`src/shared/pscpkg.sv`:
```
// shared constants, types and register map of the pump staging controller
package pscpkg;
  localparam int FREQ_W = 16; // frequency in 0.1 Hz units
  localparam int FB_W = 16; // feedback in 0.1 percent units
  localparam int TIME_W = 16; // times in 0.1 s units
  // register offsets (byte addresses)
  localparam logic [7:0] REG_CTRL = 8'h00;
  localparam logic [7:0] REG_START_FREQ = 8'h04;
  localparam logic [7:0] REG_STOP_FREQ = 8'h08;
  localparam logic [7:0] REG_START_DLY = 8'h0C;
  localparam logic [7:0] REG_STOP_DLY = 8'h10;
  localparam logic [7:0] REG_RUNUP_RAMP = 8'h14;
  localparam logic [7:0] REG_STOP_RAMP = 8'h18;
  localparam logic [7:0] REG_LOW_SPEED = 8'h1C;
  localparam logic [7:0] REG_HIGH_SPEED = 8'h20;
  localparam logic [7:0] REG_SLEEP_OFS = 8'h24;
  localparam logic [7:0] REG_SLEEP_DLY = 8'h28;
  localparam logic [7:0] REG_WAKE_THR = 8'h2C;
  localparam logic [7:0] REG_QS_THR = 8'h30;
  localparam logic [7:0] REG_QS_RAMP = 8'h34;
  localparam logic [7:0] REG_SUP_THR = 8'h38;
  localparam logic [7:0] REG_SUP_DLY = 8'h3C;
  localparam logic [7:0] REG_HYST = 8'h40;
  localparam logic [7:0] REG_FALLBACK_FREQ = 8'h44;
  localparam logic [7:0] REG_STATUS = 8'h48;
  localparam logic [7:0] REG_IRQ_STAT = 8'h4C;
  localparam logic [7:0] REG_IRQ_MASK = 8'h50;
  localparam int NUM_REGS = 21;
  // control fields
  localparam int CTRL_MODE_BIT = 0;
  localparam int CTRL_RUN_BIT = 1;
  localparam int CTRL_QS_EN_BIT = 2;
  localparam int CTRL_SUP_EN_BIT = 3;
  localparam int CTRL_FB_LSB = 4;
  localparam int CTRL_FB_W = 3;
  localparam logic [2:0] FB_SEL_FREEWHEEL = 3'h1;
  localparam logic [2:0] FB_SEL_FIXED = 3'h4;
  localparam logic [7:0] FAULT_FALLBACK = 8'h0C;
  // interrupt bits
  localparam int IRQ_W = 6;
  localparam int IRQ_AUX_ON = 0;
  localparam int IRQ_AUX_OFF = 1;
  localparam int IRQ_SLEEP = 2;
  localparam int IRQ_WAKE = 3;
  localparam int IRQ_FALLBACK = 4;
  localparam int IRQ_RESUME = 5;
  // supervision margins, percent
  localparam int SUP_LO_PCT = 2;
  localparam int SUP_HI_PCT = 3;
  // time base: 0.1 s tick at 250 MHz
  localparam int CLK_HZ = 250_000_000;
  localparam int TICK_MS = 100;
  localparam int TICK_CYC = CLK_HZ / 1000 * TICK_MS;
  // reset values
  localparam logic [FREQ_W-1:0] RST_START_FREQ = 16'h01EA; // 49.0 Hz
  localparam logic [FREQ_W-1:0] RST_STOP_FREQ = 16'h018C; // 39.6 Hz
  localparam logic [TIME_W-1:0] RST_ONE_SEC = 16'h000A;
  localparam logic [FREQ_W-1:0] RST_LOW_SPEED = 16'h015E; // 35 Hz
  localparam logic [FREQ_W-1:0] RST_HIGH_SPEED = 16'h0258; // 60 Hz
  localparam logic [FREQ_W-1:0] RST_HYST = 16'h0014; // 2 Hz
  localparam logic [FREQ_W-1:0] RST_FALLBACK = 16'h01F4; // 50 Hz
  typedef enum logic [4:0] {
    PSC_IDLE = 5'b00001,
    PSC_QUICK = 5'b00010,
    PSC_REG = 5'b00100,
    PSC_SLEEP = 5'b01000,
    PSC_FALLBACK = 5'b10000
  } psc_state_t;
  typedef struct packed {
    logic [FREQ_W-1:0] start_freq;
    logic [FREQ_W-1:0] stop_freq;
    logic [TIME_W-1:0] start_dly;
    logic [TIME_W-1:0] stop_dly;
    logic [TIME_W-1:0] runup_ramp;
    logic [TIME_W-1:0] stop_ramp;
    logic [FREQ_W-1:0] low_speed;
    logic [FREQ_W-1:0] high_speed;
    logic [FREQ_W-1:0] sleep_ofs;
    logic [TIME_W-1:0] sleep_dly;
    logic [FB_W-1:0] wake_thr;
    logic [FREQ_W-1:0] qs_thr;
    logic [TIME_W-1:0] qs_ramp;
    logic [FB_W-1:0] sup_thr;
    logic [TIME_W-1:0] sup_dly;
    logic [FREQ_W-1:0] hyst;
    logic [FREQ_W-1:0] fallback_freq;
  } psc_cfg_t;
  typedef struct packed {
    logic paddr_ok;
    logic [7:0] paddr;
    logic [31:0] pwdata;
  } psc_apb_t;
endpackage

```
`src/rtl/psc_delay.sv`:
```
// confirmation delay counter counted in time base ticks
`timescale 1ns/1ps
module psc_delay
  import pscpkg::*;
#(
  parameter int W = TIME_W
)
(
  input wire logic clk,
  input wire logic reset_n,
  input wire logic tick,
  input wire logic cond,
  input wire logic [W-1:0] delay,
  output logic expired
);
  logic [W-1:0] cnt_q;
  always_ff @(posedge clk)
  begin
    if (!reset_n || !cond)
    begin
      cnt_q <= '0;
    end
    else if (tick && cnt_q < delay)
    begin
      cnt_q <= cnt_q + 1'b1;
    end
  end
  assign expired = cond && (cnt_q >= delay);
endmodule

```
`src/rtl/psc_ramp.sv`:
```
// linear reference ramp from present value to target over ticks
`timescale 1ns/1ps
module psc_ramp
  import pscpkg::*;
(
  input wire logic clk,
  input wire logic reset_n,
  input wire logic tick,
  input wire logic load,
  input wire logic [FREQ_W-1:0] from,
  input wire logic [FREQ_W-1:0] target,
  input wire logic [TIME_W-1:0] ticks,
  output logic busy,
  output logic [FREQ_W-1:0] ref_out
);
  logic [FREQ_W-1:0] ref_q;
  logic [FREQ_W-1:0] target_q;
  logic [FREQ_W-1:0] step_q;
  logic [FREQ_W-1:0] diff;
  logic [FREQ_W-1:0] step_d;
  logic up_q;
  logic busy_q;
  always_comb
  begin
    diff = (target > from) ? target - from : from - target;
    step_d = (ticks == '0) ? diff : diff / ticks;
    if (step_d == '0)
    begin
      step_d = 16'h0001;
    end
  end
  always_ff @(posedge clk)
  begin
    if (!reset_n)
    begin
      ref_q <= '0;
      target_q <= '0;
      step_q <= '0;
      up_q <= 1'b0;
      busy_q <= 1'b0;
    end
    else if (load)
    begin
      ref_q <= from;
      target_q <= target;
      step_q <= step_d;
      up_q <= target > from;
      busy_q <= target != from;
    end
    else if (busy_q && tick)
    begin
      if (up_q)
      begin
        if (target_q - ref_q <= step_q)
        begin
          ref_q <= target_q;
          busy_q <= 1'b0;
        end
        else
        begin
          ref_q <= ref_q + step_q;
        end
      end
      else
      begin
        if (ref_q - target_q <= step_q)
        begin
          ref_q <= target_q;
          busy_q <= 1'b0;
        end
        else
        begin
          ref_q <= ref_q - step_q;
        end
      end
    end
  end
  assign busy = busy_q;
  assign ref_out = ref_q;
endmodule

```
`src/rtl/psc_top.sv`:
```
// pump staging controller with apb registers and interrupt
// Summary of operation
// mode bit selects single variable pump or variable plus auxiliary
// auxiliary pump switched by one discrete logic output
// pi frequency reference compared to start and stop thresholds
// above start threshold runs start delay; start aux if still above
// on aux start ramp reference to stop frequency over run-up time
// below stop threshold runs stop delay; stop aux if still below
// on aux stop ramp reference to start frequency over stop time
// aux off and below low speed plus offset: sleep after delay
// in sleep, restart when feedback falls below wake threshold
// quick start ramps to threshold before enabling pi regulator
// near high speed with feedback below threshold*0.98 starts delay
// at delay expiry feedback below threshold*1.03 enters fallback
// freewheel fallback removes motor drive
// fallback code 04 runs fixed frequency and reports fault 12
// leave fallback once feedback rises above threshold*1.03
// in aux mode supervision active only with both pumps running
// integrator example: start 49 Hz, stop 39.6 Hz, 1 s delays
// any delay resets when its condition drops before expiry
// delays count whole ticks of a fixed time base
`timescale 1ns/1ps
module psc_top
  import pscpkg::*;
#(
  parameter int TICK_CYCLES = TICK_CYC
)
(
  input wire logic clk,
  input wire logic reset_n,
  input wire logic psel,
  input wire logic penable,
  input wire logic pwrite,
  input wire logic [7:0] paddr,
  input wire logic [31:0] pwdata,
  output logic [31:0] prdata,
  output logic pready,
  output logic pslverr,
  input wire logic [FREQ_W-1:0] pi_freq_ref,
  input wire logic [FB_W-1:0] pi_feedback,
  output logic pi_enable,
  output logic [FREQ_W-1:0] motor_freq_cmd,
  output logic motor_drive_en,
  output logic aux_pump_logic_output,
  output logic [7:0] fault_code,
  output logic irq
);
  psc_cfg_t cfg_q;
  logic [7:0] ctrl_q;
  logic [IRQ_W-1:0] irq_stat_q;
  logic [IRQ_W-1:0] irq_mask_q;
  logic [IRQ_W-1:0] irq_ev;
  psc_state_t state_q;
  logic aux_q;
  logic [31:0] tick_cnt_q;
  logic tick;
  logic [31:0] prdata_q;
  logic wr_en;
  logic rd_en;
  logic mode_aux;
  logic [2:0] fb_sel;
  logic start_exp;
  logic stop_exp;
  logic sleep_exp;
  logic sup_exp;
  logic sup_cond;
  logic sup_active;
  logic [FB_W+7:0] fb_x100;
  logic [FB_W+7:0] sup_lo;
  logic [FB_W+7:0] sup_hi;
  logic ramp_load;
  logic ramp_busy;
  logic [FREQ_W-1:0] ramp_target;
  logic [TIME_W-1:0] ramp_ticks;
  logic [FREQ_W-1:0] ramp_ref;
  logic [FREQ_W-1:0] motor_freq_q;
  logic [FREQ_W-1:0] sleep_thr;
  logic sup_arm_q;

  function automatic logic addr_ok(input logic [7:0] a);
    addr_ok = (a[1:0] == 2'b00) && (a <= REG_IRQ_MASK);
  endfunction

  assign mode_aux = ctrl_q[CTRL_MODE_BIT];
  assign fb_sel = ctrl_q[CTRL_FB_LSB +: CTRL_FB_W];

  // time base divider
  always_ff @(posedge clk)
  begin
    if (!reset_n || tick)
    begin
      tick_cnt_q <= '0;
    end
    else
    begin
      tick_cnt_q <= tick_cnt_q + 32'h0000_0001;
    end
  end
  assign tick = tick_cnt_q == 32'(TICK_CYCLES - 1);

  // apb slave, zero wait
  assign pready = 1'b1;
  assign wr_en = psel && penable && pwrite;
  assign rd_en = psel && penable && !pwrite;
  assign pslverr = psel && penable && !addr_ok(paddr);
  assign prdata = prdata_q;

  always_ff @(posedge clk)
  begin
    if (!reset_n)
    begin
      ctrl_q <= 8'h00;
      irq_mask_q <= '0;
      cfg_q.start_freq <= RST_START_FREQ;
      cfg_q.stop_freq <= RST_STOP_FREQ;
      cfg_q.start_dly <= RST_ONE_SEC;
      cfg_q.stop_dly <= RST_ONE_SEC;
      cfg_q.runup_ramp <= RST_ONE_SEC;
      cfg_q.stop_ramp <= RST_ONE_SEC;
      cfg_q.low_speed <= RST_LOW_SPEED;
      cfg_q.high_speed <= RST_HIGH_SPEED;
      cfg_q.sleep_ofs <= '0;
      cfg_q.sleep_dly <= RST_ONE_SEC;
      cfg_q.wake_thr <= '0;
      cfg_q.qs_thr <= '0;
      cfg_q.qs_ramp <= RST_ONE_SEC;
      cfg_q.sup_thr <= '0;
      cfg_q.sup_dly <= RST_ONE_SEC;
      cfg_q.hyst <= RST_HYST;
      cfg_q.fallback_freq <= RST_FALLBACK;
    end
    else if (wr_en)
    begin
      case (paddr)
        REG_CTRL: ctrl_q <= pwdata[7:0];
        REG_START_FREQ: cfg_q.start_freq <= pwdata[15:0];
        REG_STOP_FREQ: cfg_q.stop_freq <= pwdata[15:0];
        REG_START_DLY: cfg_q.start_dly <= pwdata[15:0];
        REG_STOP_DLY: cfg_q.stop_dly <= pwdata[15:0];
        REG_RUNUP_RAMP: cfg_q.runup_ramp <= pwdata[15:0];
        REG_STOP_RAMP: cfg_q.stop_ramp <= pwdata[15:0];
        REG_LOW_SPEED: cfg_q.low_speed <= pwdata[15:0];
        REG_HIGH_SPEED: cfg_q.high_speed <= pwdata[15:0];
        REG_SLEEP_OFS: cfg_q.sleep_ofs <= pwdata[15:0];
        REG_SLEEP_DLY: cfg_q.sleep_dly <= pwdata[15:0];
        REG_WAKE_THR: cfg_q.wake_thr <= pwdata[15:0];
        REG_QS_THR: cfg_q.qs_thr <= pwdata[15:0];
        REG_QS_RAMP: cfg_q.qs_ramp <= pwdata[15:0];
        REG_SUP_THR: cfg_q.sup_thr <= pwdata[15:0];
        REG_SUP_DLY: cfg_q.sup_dly <= pwdata[15:0];
        REG_HYST: cfg_q.hyst <= pwdata[15:0];
        REG_FALLBACK_FREQ: cfg_q.fallback_freq <= pwdata[15:0];
        REG_IRQ_MASK: irq_mask_q <= pwdata[IRQ_W-1:0];
        default: ;
      endcase
    end
  end

  always_ff @(posedge clk)
  begin
    if (!reset_n)
    begin
      prdata_q <= 32'h0000_0000;
    end
    else if (psel && !penable && !pwrite)
    begin
      case (paddr)
        REG_CTRL: prdata_q <= {24'h00_0000, ctrl_q};
        REG_START_FREQ: prdata_q <= {16'h0000, cfg_q.start_freq};
        REG_STOP_FREQ: prdata_q <= {16'h0000, cfg_q.stop_freq};
        REG_START_DLY: prdata_q <= {16'h0000, cfg_q.start_dly};
        REG_STOP_DLY: prdata_q <= {16'h0000, cfg_q.stop_dly};
        REG_RUNUP_RAMP: prdata_q <= {16'h0000, cfg_q.runup_ramp};
        REG_STOP_RAMP: prdata_q <= {16'h0000, cfg_q.stop_ramp};
        REG_LOW_SPEED: prdata_q <= {16'h0000, cfg_q.low_speed};
        REG_HIGH_SPEED: prdata_q <= {16'h0000, cfg_q.high_speed};
        REG_SLEEP_OFS: prdata_q <= {16'h0000, cfg_q.sleep_ofs};
        REG_SLEEP_DLY: prdata_q <= {16'h0000, cfg_q.sleep_dly};
        REG_WAKE_THR: prdata_q <= {16'h0000, cfg_q.wake_thr};
        REG_QS_THR: prdata_q <= {16'h0000, cfg_q.qs_thr};
        REG_QS_RAMP: prdata_q <= {16'h0000, cfg_q.qs_ramp};
        REG_SUP_THR: prdata_q <= {16'h0000, cfg_q.sup_thr};
        REG_SUP_DLY: prdata_q <= {16'h0000, cfg_q.sup_dly};
        REG_HYST: prdata_q <= {16'h0000, cfg_q.hyst};
        REG_FALLBACK_FREQ: prdata_q <= {16'h0000, cfg_q.fallback_freq};
        REG_STATUS: prdata_q <= {16'h0000, fault_code, 2'b00, aux_q,
                                 state_q};
        REG_IRQ_STAT: prdata_q <= {26'h000_0000, irq_stat_q};
        REG_IRQ_MASK: prdata_q <= {26'h000_0000, irq_mask_q};
        default: prdata_q <= 32'h0000_0000;
      endcase
    end
  end

  // sticky status, write one to clear, set wins
  always_ff @(posedge clk)
  begin
    if (!reset_n)
    begin
      irq_stat_q <= '0;
    end
    else
    begin
      irq_stat_q <= (irq_stat_q & ~((wr_en && paddr == REG_IRQ_STAT) ?
                     pwdata[IRQ_W-1:0] : {IRQ_W{1'b0}})) | irq_ev;
    end
  end
  assign irq = |(irq_stat_q & irq_mask_q);

  // staging decisions
  psc_delay u_start_dly (
    .clk(clk), .reset_n(reset_n), .tick(tick),
    .cond(state_q == PSC_REG && mode_aux && !aux_q && !ramp_busy &&
          pi_freq_ref > cfg_q.start_freq),
    .delay(cfg_q.start_dly), .expired(start_exp));
  psc_delay u_stop_dly (
    .clk(clk), .reset_n(reset_n), .tick(tick),
    .cond(state_q == PSC_REG && aux_q && !ramp_busy &&
          pi_freq_ref < cfg_q.stop_freq),
    .delay(cfg_q.stop_dly), .expired(stop_exp));
  assign sleep_thr = cfg_q.low_speed + cfg_q.sleep_ofs;
  psc_delay u_sleep_dly (
    .clk(clk), .reset_n(reset_n), .tick(tick),
    .cond(state_q == PSC_REG && !aux_q && !ramp_busy &&
          pi_freq_ref < sleep_thr),
    .delay(cfg_q.sleep_dly), .expired(sleep_exp));

  // feedback supervision with 2 and 3 percent margins
  assign fb_x100 = 24'(pi_feedback) * 24'd100;
  assign sup_lo = 24'(cfg_q.sup_thr) * 24'(100 - SUP_LO_PCT);
  assign sup_hi = 24'(cfg_q.sup_thr) * 24'(100 + SUP_HI_PCT);
  assign sup_active = ctrl_q[CTRL_SUP_EN_BIT] &&
                      (!mode_aux || aux_q);
  assign sup_cond = state_q == PSC_REG && sup_active &&
                    pi_freq_ref > cfg_q.high_speed - cfg_q.hyst &&
                    fb_x100 < sup_hi;
  // armed below the lower margin, held while below the upper one
  always_ff @(posedge clk)
  begin
    sup_arm_q <= reset_n && sup_cond && (fb_x100 < sup_lo || sup_arm_q);
  end
  psc_delay u_sup_dly (
    .clk(clk), .reset_n(reset_n), .tick(tick),
    .cond(sup_cond && (fb_x100 < sup_lo || sup_arm_q)),
    .delay(cfg_q.sup_dly), .expired(sup_exp));

  // transfer and quick start ramps
  always_comb
  begin
    ramp_load = 1'b0;
    ramp_target = cfg_q.stop_freq;
    ramp_ticks = cfg_q.runup_ramp;
    if (start_exp)
    begin
      ramp_load = 1'b1;
    end
    else if (stop_exp)
    begin
      ramp_load = 1'b1;
      ramp_target = cfg_q.start_freq;
      ramp_ticks = cfg_q.stop_ramp;
    end
    else if (state_q == PSC_IDLE && ctrl_q[CTRL_RUN_BIT] &&
             ctrl_q[CTRL_QS_EN_BIT])
    begin
      ramp_load = 1'b1;
      ramp_target = cfg_q.qs_thr;
      ramp_ticks = cfg_q.qs_ramp;
    end
  end
  psc_ramp u_ramp (
    .clk(clk), .reset_n(reset_n), .tick(tick), .load(ramp_load),
    .from(state_q == PSC_IDLE ? 16'h0000 : motor_freq_q),
    .target(ramp_target), .ticks(ramp_ticks),
    .busy(ramp_busy), .ref_out(ramp_ref));

  // main sequencer
  always_ff @(posedge clk)
  begin
    if (!reset_n)
    begin
      state_q <= PSC_IDLE;
      aux_q <= 1'b0;
    end
    else if (!ctrl_q[CTRL_RUN_BIT])
    begin
      state_q <= PSC_IDLE;
      aux_q <= 1'b0;
    end
    else
    begin
      case (state_q)
        PSC_IDLE:
          state_q <= ctrl_q[CTRL_QS_EN_BIT] ? PSC_QUICK : PSC_REG;
        PSC_QUICK:
          if (!ramp_busy)
          begin
            state_q <= PSC_REG;
          end
        PSC_REG:
          if (sup_exp)
          begin
            state_q <= PSC_FALLBACK;
          end
          else if (start_exp)
          begin
            aux_q <= 1'b1;
          end
          else if (stop_exp)
          begin
            aux_q <= 1'b0;
          end
          else if (sleep_exp)
          begin
            state_q <= PSC_SLEEP;
          end
        PSC_SLEEP:
          if (pi_feedback < cfg_q.wake_thr)
          begin
            state_q <= PSC_REG;
          end
        PSC_FALLBACK:
          if (fb_x100 > sup_hi)
          begin
            state_q <= PSC_REG;
          end
        default: state_q <= PSC_IDLE;
      endcase
    end
  end

  assign irq_ev[IRQ_AUX_ON] = state_q == PSC_REG && start_exp && !sup_exp;
  assign irq_ev[IRQ_AUX_OFF] = state_q == PSC_REG && stop_exp && !sup_exp &&
                               !start_exp;
  assign irq_ev[IRQ_SLEEP] = state_q == PSC_REG && sleep_exp && !sup_exp &&
                             !start_exp && !stop_exp;
  assign irq_ev[IRQ_WAKE] = state_q == PSC_SLEEP &&
                            pi_feedback < cfg_q.wake_thr &&
                            ctrl_q[CTRL_RUN_BIT];
  assign irq_ev[IRQ_FALLBACK] = state_q == PSC_REG && sup_exp &&
                                ctrl_q[CTRL_RUN_BIT];
  assign irq_ev[IRQ_RESUME] = state_q == PSC_FALLBACK && fb_x100 > sup_hi &&
                              ctrl_q[CTRL_RUN_BIT];

  // motor outputs
  always_ff @(posedge clk)
  begin
    if (!reset_n)
    begin
      motor_freq_q <= '0;
      motor_drive_en <= 1'b0;
      pi_enable <= 1'b0;
      fault_code <= 8'h00;
      aux_pump_logic_output <= 1'b0;
    end
    else
    begin
      aux_pump_logic_output <= aux_q && mode_aux;
      pi_enable <= state_q == PSC_REG && !ramp_busy;
      fault_code <= 8'h00;
      motor_drive_en <= 1'b1;
      case (state_q)
        PSC_QUICK: motor_freq_q <= ramp_ref;
        PSC_REG: motor_freq_q <= ramp_busy ? ramp_ref : pi_freq_ref;
        PSC_FALLBACK:
          if (fb_sel == FB_SEL_FIXED)
          begin
            motor_freq_q <= cfg_q.fallback_freq;
            fault_code <= FAULT_FALLBACK;
          end
          else
          begin
            motor_freq_q <= '0;
            motor_drive_en <= 1'b0;
          end
        default:
        begin
          motor_freq_q <= '0;
          motor_drive_en <= 1'b0;
        end
      endcase
    end
  end
  assign motor_freq_cmd = motor_freq_q;
endmodule

```
`config.mk`:
```
export PLATFORM = sky130hd
export DESIGN_NAME = psc_top
export DESIGN_NICKNAME = d
export VERILOG_FILES = /design/src/shared/pscpkg.sv /design/src/rtl/psc_delay.sv /design/src/rtl/psc_ramp.sv /design/src/rtl/psc_top.sv
export SDC_FILE = /design/constraint.sdc
export NUM_CORES = 2
export LEC_CHECK = 0
export BUFFER_PORTS_ARGS = -buffer_cell sky130_fd_sc_hd__clkbuf_2
export CORE_ASPECT_RATIO = 0.5
export CORE_MARGIN = 1.5
export CORE_UTILIZATION = 55
export DETAILED_ROUTE_END_ITERATION = 10
export PLACE_DENSITY = 0.72
export SETUP_SLACK_MARGIN = 0.15
export SKIP_CTS_REPAIR_TIMING = 1
export SYNTH_ARGS = -nofsm -noshare
export SYNTH_HDL_FRONTEND = slang
export SYNTH_HIERARCHICAL = 1
export SYNTH_SLANG_ARGS = --single-unit
```
`constraint.sdc`:
```
create_clock -name clk -period 50.2 [get_ports clk]
set_input_delay 7.53 -clock clk [delete_from_list [all_inputs] [get_ports clk]]
set_output_delay 7.53 -clock clk [all_outputs]
set_load 0.005 [all_outputs]
```
==> results.py <==
metrics = {
    "outcome": {
        "status": "completed",
    },
    "drt": {
        "first_iter_violations": 5431,
        "vias": 44010,
        "drt-wirelength-per-cell_um": 24.3,
        "viasPerCell": 6.44,
        "drc": 0,
        "routed_wl_mm": 166,
        "drtAntennaViolNets": 0,
        "drt_pass1_iterations": 10,
    },
    "synth": {
        "syn-cell-area_um2": 44900,
        "synth-edff-count": 0,
        "avgSynthCellArea_um2": 7.79,
        "yosysMostFrequentCell": "nand2_1",
        "async_reset_ff_frac": 0,
        "yosysWarnings": 6,
        "syn_inst": 5763,
        "synth.yosys.seq_area_share": 0.214,
        "yosysTopAreaCellShare": 0.214,
        "synth_seq_cells": 481,
        "synth_common_cells": "nand2_1 (869), ha_1 (621), inv_1 (495)",
        "synth.distinct_cells": 123,
        "ys.flop_type": "dfxtp_1",
        "synth.area.top_cells": "dfxtp_1 (21%), ha_1 (17%), nand2_1 (7.3%)",
        "synth_area_leader_cell": "dfxtp_1",
    },
    "critical_path": {
        "r2r_end": "u_ramp/step_q[15]$_SDFFE_PN0P_",
        "start_kind": "input pin",
        "worstPathMaxFanout": 36,
        "rr_worst_depth": 149,
        "crit_top_cell": "ha_1",
        "max_stage_delay_ps": 860,
        "endpoint_kind": "flip-flop",
        "reg2reg_from": "state_q[4]$_SDFFE_PN0P_",
        "criticalPathCategory": "input pin to flip-flop",
        "worstPathArrival_ps": 47250,
        "reg2reg_slack_ps": 9850,
        "worst_ep_required_time_ps": 50710,
        "cpMaxStageDelayCell": "nor4_1",
    },
    "worst_hold_path": {
        "min_from": "tick_cnt_q[0]$_SDFF_PP0_",
        "holdPathStages": 1,
        "hold-path-endpoint": "tick_cnt_q[0]$_SDFF_PP0_",
        "hold_path_class": "flip-flop to flip-flop",
    },
    "timing": {
        "drv_slew": 0,
        "relSlewSlack": 0.0821,
        "hold_slack_ps": 464,
        "finalSetupTns_ps": 0,
        "layout_min_cycle_time_ps": 46740,
        "timing.fmax_mhz": 21.4,
        "worstMarginPinSlew_ps": 1370,
        "skew_ps": 34.2,
        "rsz0062_at_grt": "no",
        "hold_viol": 0,
        "fin_crit_sh": 0.931,
        "finalSetupViolations": 0,
    },
    "grt": {
        "gr-usage-all-layers": 0.385,
        "overflow": 0,
        "grt_max_degree": 102,
        "grt_pass1_vias": 41276,
        "antenna_found_initial": 2,
        "grt_pass1_wl_mm": 248,
    },
    "cts": {
        "cts_tree": "built",
        "clock_path_buffers": 3,
        "clock-sinks": 481,
        "cts_buffers": 48,
        "clk_latency_ps": 640,
        "htree_levels": 2,
        "root_buffer": "clkbuf_16",
        "clkSlewWorstSetupHoldPaths_ps": 70,
    },
    "final_layout": {
        "drive_above_1_share": 0.0744,
        "fin_nets": 6471,
        "area_delta_synth_final_pct": 6.17,
        "n_fill_cell": 7324,
    },
    "floorplan": {
        "rows": 73,
        "start_util": 0.561,
        "die_area_um2": 83500,
        "die_h_um": 205,
        "die_w_um": 407,
        "pin_count": 139,
        "coreArea_um2": 80100,
    },
    "place": {
        "dp_hpwl_mm": 126,
        "gp_congestion": 1.05,
        "io_buffers": 99,
    },
    "job": {
        "max_cap_violations": 0,
    },
}
## how the worst max path moves through the flow
| stage | to | slack [ps] | startpoint |
|---|---|---|---|
| 6_report | u_ramp/step_q[15]$_SDFFE_PN0P_ | 3460 | pi_freq_ref[1] |
| 3_3_place_gp | u_ramp/step_q[15]$_SDFFE_PN0P_ | 4380 | pi_freq_ref[1] |
| 3_5_place_dp | u_ramp/step_q[15]$_SDFFE_PN0P_ | 3890 | pi_freq_ref[1] |
| 2_1_floorplan | u_ramp/step_q[0]$_SDFFE_PN0P_ | 11200 | pi_freq_ref[1] |
| 4_1_cts | u_ramp/step_q[15]$_SDFFE_PN0P_ | 4380 | pi_freq_ref[1] |
| 5_1_grt | u_ramp/step_q[15]$_SDFFE_PN0P_ | 1360 | pi_freq_ref[1] |
## metal layers
metal / GRT usage / vias up / wire (um) / part of all wire
met2: 0.607 / 2202 / 71300 / 0.43
met4: 0.186 / 2 / 8940 / 0.054
met3: 0.0785 / 452 / 17600 / 0.11
li1: - / 20271 / - / -
met1: 0.504 / 21083 / 68400 / 0.41
met5: 0 / - / 13 / 0.000078
## area by class of cell
class,instances,area (um^2),area share
inverter,497,1870,0.0391
sequential,481,9630,0.202
tap,1087,1360,0.0285
clock buffer,63,1380,0.0289
clock inverter,25,297,0.00622
timing repair buffer,154,917,0.0192
multi-input combinational,4530,32200,0.676
antenna,1,2.50,0.0000525
## stage by stage
stage | instances | instance area [um^2] | util | setup slack, ps
2_1_floorplan | 5784 | 45000 | - | 11200
3_3_place_gp | 6749 | 46000 | 0.574 | 4380
3_5_place_dp | 6749 | 46000 | 0.574 | 3890
4_1_cts | 6837 | 47700 | 0.595 | 4380
5_1_grt | 6837 | 47700 | 0.595 | 1360
6_report | 6838 | 47700 | 0.595 | 3460
## logic make-up (layout without fill, tap and decap cells)
group,Yosys count,after routing,synth area share
buf+inv,773,739,0.0711
flops,481,481,0.214
simple gates,1923,1923,0.205
mux,76,76,0.0175
other cells,2,24,0.000167
fa+ha+maj,682,682,0.200
compound gates,1583,1583,0.244
xor+xnor,243,243,0.0474
## sequential cells by signal, indices dropped and copies added, names as in the netlist, 6 cells and up
signal and count:
u_sleep_dly/cnt_q 16, u_ramp/target_q 16, motor_freq_cmd 16, irq_stat_q 6
u_stop_dly/cnt_q 16, ctrl_q 8, u_ramp/ref_out 16, u_ramp/step_q 16
u_start_dly/cnt_q 16, u_sup_dly/cnt_q 16, prdata 16, cfg_q 272
tick_cnt_q 32, irq_mask_q 6
## critical path: cells and delay by family
kind	cells	cell delay [ps]
AOI/OAI and AO/OA	79	18420
and+or+nand+nor	45	12680
adders and majority gates	18	5590
buffers and inverters	9	2200
muxes	2	790
## placed cells by master, fill, tap and decap left out, types with 26 or more instances in the layout
master     netlist  routed
o21ai_0        231     231
mux2i_1         57      57
a22oi_1         98      98
clkbuf_16        0      49
nand3_1        111     111
nand4_1         69      69
a21oi_1        323     322
nor3_1          83      82
or3_1           58      58
fa_1            61      61
o31ai_1         26      26
inv_1          495     495
ha_1           621     621
o21bai_1        31      31
buf_4           31      55
nand2b_1        57      57
and3_1          33      33
nor2b_1         65      65
and2_1          36      36
xnor2_1        116     116
dfxtp_1        481     481
o211ai_1        44      44
a222oi_1        39      39
a21o_1         125     125
nor2_1         365     364
xor2_1         127     127
o22ai_1         26      26
clkbuf_2         1      98
nor4_1          29      27
a221oi_1        57      57
a21boi_0       241     241
a31oi_1         40      37
o21a_1          49      49
nand2_1        869     868
Power is not shown: default switching activity piles up to over one toggle a cycle in this logic, so the estimate is an artifact.
